<file path="src/wdog_consts.vh">
/*
 * Constants of the windowed watchdog: APB register offsets, field positions,
 * reset values, servicing keys and timing counts.
 * Assumes inclusion by bare name from the watchdog design file.
 */
`ifndef WDOG_CONSTS_VH
`define WDOG_CONSTS_VH

// =============================================================
// Register byte offsets
`define OFS_RESET_STATUS   12'h000
`define OFS_SYS_OPTIONS_ONE 12'h004
`define OFS_SYS_OPTIONS_TWO 12'h008
`define OFS_IRQ_STATUS     12'h00C
`define OFS_IRQ_MASK       12'h010
`define OFS_WD_STATE       12'h014

// =============================================================
// Fields and reset values
`define TSEL_LSB           0
`define CLKSEL_BIT         7
`define WINEN_BIT          6
`define TSEL_RESET         2'h3
`define OPT2_RESET         8'h00

// =============================================================
// Servicing keys
`define KEY_FIRST          8'h55
`define KEY_SECOND         8'hAA

// =============================================================
// Timing
`define CLK_HZ             50000000
`define SLOW_HZ            1000
`define SLOW_DIV           (`CLK_HZ / `SLOW_HZ)
`define CNT_W              18

// Interrupt status bits
`define EV_SERVICED        0
`define EV_BAD_KEY         1
`define EV_EARLY           2
`define EV_TIMEOUT         3

`endif

</file>
<file path="src/windowed_watchdog_timer.v">
/*
 * Windowed watchdog timer with an APB register slave. Software services it by
 * writing two keys to the reset status address; missing, wrong or early
 * servicing raises a system reset request; a bus-clock overflow holds it until reset.
 * Assumes CLK is the bus clock at 50 MHz and that the system reset it drives
 * comes back as ARST_N; the 1 kHz tick is derived from CLK by a divider.
 */
`timescale 1ns/1ps
`default_nettype none
`include "wdog_consts.vh"

// Functional notes
// - Watchdog enabled after every reset
// - Timeout select zero disables the watchdog; a bad key still requests reset
// - Status writes never change read contents; IRQ status is write-one-to-clear
// - Completed sequence restarts timeout period
// - Overflow without servicing forces system reset
// - Any other key value resets immediately
// - Bit 7 selects bus or 1 kHz
// - Reset defaults: 1 kHz, longest timeout
// - Slow source overflows at 2^5/2^8/2^10
// - Bus source overflows at 2^13/2^16/2^18
// - Window mode accepts only last quarter
// - Early write in window mode resets
// - Window opens at 6144/49152/196608 cycles
// - No window mode with slow source
// - Clock and window bits write once
module windowed_watchdog_timer #(
	parameter SLOW_DIV = `SLOW_DIV
) (
	input  wire        CLK,
	input  wire        ARST_N,
	input  wire        PSEL,
	input  wire        PENABLE,
	input  wire        PWRITE,
	input  wire [11:0] PADDR,
	input  wire [31:0] PWDATA,
	output reg  [31:0] PRDATA,
	output reg         PREADY,
	output reg         PSLVERR,
	output reg         SYS_RESET_REQ,
	output reg         IRQ
);

	// =============================================================
	// Overflow and window thresholds
	function [`CNT_W:0] overflow_of;
		input [1:0] tsel;
		input       bus;
		begin
			case ({bus, tsel})
				3'h1:    overflow_of = 19'h00020;
				3'h2:    overflow_of = 19'h00100;
				3'h3:    overflow_of = 19'h00400;
				3'h5:    overflow_of = 19'h02000;
				3'h6:    overflow_of = 19'h10000;
				3'h7:    overflow_of = 19'h40000;
				default: overflow_of = 19'h7FFFF;
			endcase
		end
	endfunction

	// Three quarters of the overflow count
	function [`CNT_W:0] window_of;
		input [1:0] tsel;
		begin
			case (tsel)
				2'h1:    window_of = 19'h01800;
				2'h2:    window_of = 19'h0C000;
				2'h3:    window_of = 19'h30000;
				default: window_of = 19'h00000;
			endcase
		end
	endfunction

	// =============================================================
	// Registers
	reg [1:0]        tsel_q;
	reg              clksel_q;
	reg              winen_q;
	reg              opt2_done_q;
	reg [`CNT_W:0]   cnt_q;
	reg [31:0]       div_q;
	reg              key1_q;
	reg [3:0]        irq_sts_q;
	reg [3:0]        irq_msk_q;

	wire             wr_en = PSEL & PENABLE & PWRITE;
	wire             rd_en = PSEL & PENABLE & ~PWRITE;
	wire             enabled = (tsel_q != 2'h0);
	wire             win_mode = winen_q & clksel_q;
	wire             slow_tick = (div_q == SLOW_DIV - 1);
	wire             tick = clksel_q | slow_tick;
	wire             svc_wr = wr_en & (PADDR == `OFS_RESET_STATUS);
	wire [7:0]       key = PWDATA[7:0];
	wire             key_ok = (PWDATA[31:8] == 24'h000000) &
	                          ((key == `KEY_FIRST) | (key == `KEY_SECOND));
	wire             early = win_mode & (cnt_q < window_of(tsel_q));
	wire             bad_key = svc_wr & ~key_ok;
	wire             early_hit = svc_wr & enabled & early;
	wire             serviced = svc_wr & key_ok & ~early & key1_q &
	                            (key == `KEY_SECOND);
	wire             overflow = enabled & tick &
	                            (cnt_q + 19'h00001 >= overflow_of(tsel_q, clksel_q));
	wire [3:0]       events = {overflow, early_hit, bad_key, serviced};

	// Single-cycle APB: no wait states, no errors; flopped so every output is a register
	always @(posedge CLK or negedge ARST_N) begin
		if (!ARST_N) begin
			PREADY  <= 1'b1;
			PSLVERR <= 1'b0;
		end else begin
			PREADY  <= 1'b1;
			PSLVERR <= 1'b0;
		end
	end

	// =============================================================
	// Configuration; timeout select is writable any time
	always @(posedge CLK or negedge ARST_N) begin
		if (!ARST_N) begin
			tsel_q      <= `TSEL_RESET;
			clksel_q    <= 1'b0;
			winen_q     <= 1'b0;
			opt2_done_q <= 1'b0;
			irq_msk_q   <= 4'h0;
		end else if (wr_en) begin
			if (PADDR == `OFS_SYS_OPTIONS_ONE)
				tsel_q <= PWDATA[`TSEL_LSB+1:`TSEL_LSB];
			if (PADDR == `OFS_SYS_OPTIONS_TWO && !opt2_done_q) begin
				// Locked after the first write so runaway code cannot weaken it
				clksel_q    <= PWDATA[`CLKSEL_BIT];
				winen_q     <= PWDATA[`WINEN_BIT];
				opt2_done_q <= 1'b1;
			end
			if (PADDR == `OFS_IRQ_MASK)
				irq_msk_q <= PWDATA[3:0];
		end
	end

	// =============================================================
	// Slow tick divider, free running off the bus clock
	always @(posedge CLK or negedge ARST_N) begin
		if (!ARST_N)
			div_q <= 32'h00000000;
		else if (slow_tick)
			div_q <= 32'h00000000;
		else
			div_q <= div_q + 32'h00000001;
	end

	// =============================================================
	// Counter and servicing tracker
	always @(posedge CLK or negedge ARST_N) begin
		if (!ARST_N) begin
			cnt_q  <= {(`CNT_W+1){1'b0}};
			key1_q <= 1'b0;
		end else if (serviced) begin
			cnt_q  <= {(`CNT_W+1){1'b0}};
			key1_q <= 1'b0;
		end else begin
			if (!enabled)
				cnt_q <= {(`CNT_W+1){1'b0}};
			else if (tick)
				cnt_q <= cnt_q + 19'h00001;
			// First key arms, anything else disarms the sequence
			if (svc_wr)
				key1_q <= key_ok & (key == `KEY_FIRST);
		end
	end

	// =============================================================
	// System reset request; high each cycle a fault is seen, so a bus-clock overflow holds it until the reset clears us
	always @(posedge CLK or negedge ARST_N) begin
		if (!ARST_N)
			SYS_RESET_REQ <= 1'b0;
		else
			SYS_RESET_REQ <= overflow | bad_key | early_hit;
	end

	// =============================================================
	// Sticky interrupt status; set wins over write-one-to-clear
	always @(posedge CLK or negedge ARST_N) begin
		if (!ARST_N)
			irq_sts_q <= 4'h0;
		else if (wr_en && PADDR == `OFS_IRQ_STATUS)
			irq_sts_q <= (irq_sts_q & ~PWDATA[3:0]) | events;
		else
			irq_sts_q <= irq_sts_q | events;
	end

	always @(posedge CLK or negedge ARST_N) begin
		if (!ARST_N)
			IRQ <= 1'b0;
		else
			IRQ <= |(irq_sts_q & ~irq_msk_q);           // Mask bit high hides its event
	end

	// =============================================================
	// Read data, registered at the setup cycle so it is valid in access
	always @(posedge CLK or negedge ARST_N) begin
		if (!ARST_N)
			PRDATA <= 32'h00000000;
		else if (PSEL && !PENABLE && !PWRITE) begin
			case (PADDR)
				// Reset status reads zero; writes there only service
				`OFS_RESET_STATUS:    PRDATA <= 32'h00000000;
				`OFS_SYS_OPTIONS_ONE: PRDATA <= {30'h00000000, tsel_q};
				`OFS_SYS_OPTIONS_TWO: PRDATA <= {24'h000000, clksel_q, winen_q, 6'h00};
				`OFS_IRQ_STATUS:      PRDATA <= {28'h0000000, irq_sts_q};
				`OFS_IRQ_MASK:        PRDATA <= {28'h0000000, irq_msk_q};
				`OFS_WD_STATE:        PRDATA <= {12'h000, key1_q, cnt_q};
				default:              PRDATA <= 32'h00000000;
			endcase
		end
	end

	// Read enable kept for clarity of access qualification
	wire unused_rd = rd_en;

endmodule
`default_nettype wire

</file>
<file path="config.mk">
export PLATFORM = sky130hd
export DESIGN_NAME = windowed_watchdog_timer
export DESIGN_NICKNAME = d
export VERILOG_FILES = /design/src/windowed_watchdog_timer.v
export VERILOG_INCLUDE_DIRS = /design/src
export SDC_FILE = /design/constraint.sdc
export NUM_CORES = 1
export LEC_CHECK = 0
export BUFFER_PORTS_ARGS = -buffer_cell sky130_fd_sc_hd__buf_2
export CAP_MARGIN = 0
export CORE_MARGIN = 3
export CORE_UTILIZATION = 60
export CTS_CLUSTER_SIZE = 30
export DETAILED_ROUTE_END_ITERATION = 6
export GPL_ROUTABILITY_DRIVEN = 0
export PLACE_DENSITY = 0.92
export SETUP_SLACK_MARGIN = 0.4
export SYNTH_ARGS = -nofsm -noshare
export SYNTH_HDL_FRONTEND = slang
export SYNTH_SLANG_ARGS = --single-unit
export TNS_END_PERCENT = 50
</file>
<file path="constraint.sdc">
create_clock -name CLK -period 5.3 [get_ports CLK]
set_input_delay 0 -clock CLK [delete_from_list [all_inputs] [get_ports CLK]]
set_output_delay 0 -clock CLK [all_outputs]
set_load 0.05 [all_outputs]
</file>
==> results by group <==
Outcome
  • Outcome: completed

Worst setup path
  • Worst path top cell family by delay: simple AND/OR/NAND/NOR gates
  • Reg-to-Reg Start: tsel_q[1]
  • CP Buf/Inv Count: 1
  • Reg-to-reg slack, setup: 2.14 ns
  • Slowest stage delay, CP: 0.57 ns
  • Reg-to-reg endpoint: irq_sts_q[3]
  • Crit start category: flip-flop
  • Setup crit end kind: flip-flop
  • CP required: 5.60 ns
  • Slowest cell on crit path: nor2_1
  • Worst Path Max Fanout: 21
  • WS Path Type: flip-flop to flip-flop
  • CP arrival: 3.46 ns
  • CP cell instances: nor2_1 -> inv_1 -> o21a_1 -> ha_1 -> nand3_1 -> nor3_1 -> o31ai_1 -> a31o_2 -> a21bo_2
  • Reg2reg path depth: 9

Clock network
  • Clock-pin slew on the worst setup and hold paths: 0.09 ns
  • CTS Root Cell: clkbuf_8
  • CTS sink cnt: 87
  • H-Tree Depth: 3
  • Clk_lat worst skew: 0.36 ns
  • CTS tree: built
  • Deepest clock path buffer count: 2
  • Total CTS buffers: 9

Global routing
  • Total track usage: 25.5%
  • First-pass GRT wire length: 20.0 mm
  • Vias in the first global route: 4,140
  • GRT overflow: 0
  • Initial antenna violation count: 0
  • Largest net degree at the start of global routing: 88

Routing
  • # DRC: 0
  • Vias: 4,190
  • DRT iter0 DRCs: 377
  • Average via count per standard cell: 6.18
  • Drt pass-1 iters: 5
  • Antenna Nets Post-Route: 0
  • Wire per inst: 18.0 um
  • Routed WL: 12.2 mm

Timing
  • Maximum clock frequency: 0.317 GHz
  • Final-report hold violation count: 0
  • Fin crit share: 59.6%
  • Worst-Margin Slew: 1.06 ns
  • Count of final setup violators: 0
  • Minimum clock period: 3.16 ns
  • Setup Skew: 0.0122 ns
  • Setup TNS: 0 ns
  • RSZ-0062 raised after global routing: no
  • Max-slew violations: 0
  • Slew headroom: 29.5%

Cells and area
  • Most common cell after layout, fill and taps aside: dfrtp_1
  • Fin nets: 653
  • Area Overhead vs Synth: 12.6%
  • Layout cells sized above 1: 17.7%
  • N_diodes: 0
  • Most frequent cells in the layout: 85 x dfrtp_1, 69 x buf_2, 41 x nand2_1, 39 x nor2_1, 33 x xnor2_1
  • Final instance area: 0.00568 mm2

Floorplanning
  • Die height: 97.7 um
  • Core area: 0.00793 mm2
  • Starting Density: 63.6%
  • Num rows: 32
  • Die width: 97.7 um
  • Die Area: 0.00954 mm2
  • I/O pin total: 85

Synth
  • Cell variety after synth: 55
  • Post-synth EDFFs: 0
  • Ys async rst share: 100%
  • Cell count after synthesis: 502
  • Post-Syn Area: 0.00504 mm2
  • Synth Warn #: 0
  • Flops & latches, synth: 87
  • Post-Syn Area per Cell: 10.0 um2
  • Sequential fraction of the synthesis area: 43.2%
  • Ys flop type: dfrtp_1

Power and ir drop
  • LEAKAGE: 2.89 nW
  • Pwr dens: 221 mW/mm2
  • Worst IR Drop VDD: 0.129 mV

Hold path
  • Hold Path Depth: 4
  • Hold path endpoint: key1_q
  • Hold Crit Start: PWDATA[18]
  • Hold Path Class: input port to flip-flop

Placement
  • HPWL Detailed: 8.61 mm
  • Cell Area, Placed: 0.00538 mm2
  • PortBufs: 70

Run
  • Max cap viols: 0
metrics by stage:
stage	hold slack (ns)	power, mW	worst slack, ns	utilization [%]	std cells
floorplan	-0.296	0.717	2.64	-	514
global placement	0.240	0.743	2.36	67.9	655
detailed placement	0.256	0.745	2.25	67.9	655
CTS	0.0427	1.26	2.21	71.6	678
global route	0.0732	1.29	1.92	71.6	678
finish	0.0456	1.25	2.14	71.6	678
cell usage after synthesis, types with 4 or more instances:
library cell	count	area, um2
nand2b_1	4	25.0
nor4bb_1	5	50.1
dfrtp_1	85	2130
nand2_1	41	154
clkbuf_1	12	45.0
xnor2_1	33	289
mux2i_1	14	140
a21o_1	9	67.6
and3_1	11	68.8
ha_1	32	400
a22o_1	17	149
nor2_1	39	146
a21oi_1	11	55.1
nor2b_1	4	25.0
nand4_1	11	68.8
o21ai_0	15	75.1
mux2_2	6	67.6
nand3_1	31	155
a22oi_1	5	37.5
nor3_1	13	65.1
inv_1	11	41.3
nor4_1	12	75.1
buf_4	15	113
xor2_1	20	175
worst min-delay path, cell delays in order:
cell	delay [ns]
buf_2	0.08
nor4_1	0.03
nand3_1	0.15
o31ai_1	0.10
cell type report:
cell class	count	area, um2
sequential	87	2180
timing repair buffer	79	440
clock inverter	5	81.3
clock buffer	10	138
multi-input combinational	384	2670
inverter	11	41.3
fill	536	2250
tap	102	128
sequential cells by signal, indices dropped and copies added, names as in the netlist:
name / flops
SYS_RESET_REQ: 1
PRDATA: 20
tsel_q: 2
key1_q: 1
cnt_q: 19
winen_q: 1
clksel_q: 1
IRQ: 1
irq_msk_q: 4
irq_sts_q: 4
opt2_done_q: 1
div_q: 32
logic make-up after synthesis:
family	synth area share, %
other	0.149
buffers and inverters	4.86
XOR/XNOR	9.20
multiplexers	4.12
AND/OR/NAND/NOR	19.9
AO/OA/AOI/OAI	10.7
adder cells (fa/ha/maj)	7.94
flip-flops	43.2
what timing repair did:
action | CTS | global route
gates resized for setup | 0 | 0
endpoints found under the hold margin | 98 | 0
setup buffers | 0 | 0
hold buffers | 8 | 0
report_power, final:
part           internal (mW)  switching [mW]
Combinational         0.0216          0.0513
Sequential             0.663        0.000257
Clock                  0.277           0.239
metal layers:
metal	vias to the layer above	GRT usage (%)	routed length, um	part of all wire (%)
met5	-	0	0	0
met4	0	11.2	367	3.0
met3	46	4.16	1020	8.4
met2	253	41.5	5810	48
met1	1985	33.7	5000	41
li1	1906	-	-	-
how the worst max path moves through the flow:
stage               startpoint            to  slack [ns]  cells past startpoint
global route         tsel_q[1]  irq_sts_q[3]        1.92                      9
global placement     tsel_q[1]  irq_sts_q[3]        2.36                      9
floorplan            tsel_q[1]  irq_sts_q[3]        2.64                     10
CTS                  tsel_q[1]  irq_sts_q[3]        2.21                      9
detailed placement   tsel_q[1]  irq_sts_q[3]        2.25                      9
finish               tsel_q[1]  irq_sts_q[3]        2.14                      9
Note: power is estimated with default switching activity, not from simulation.
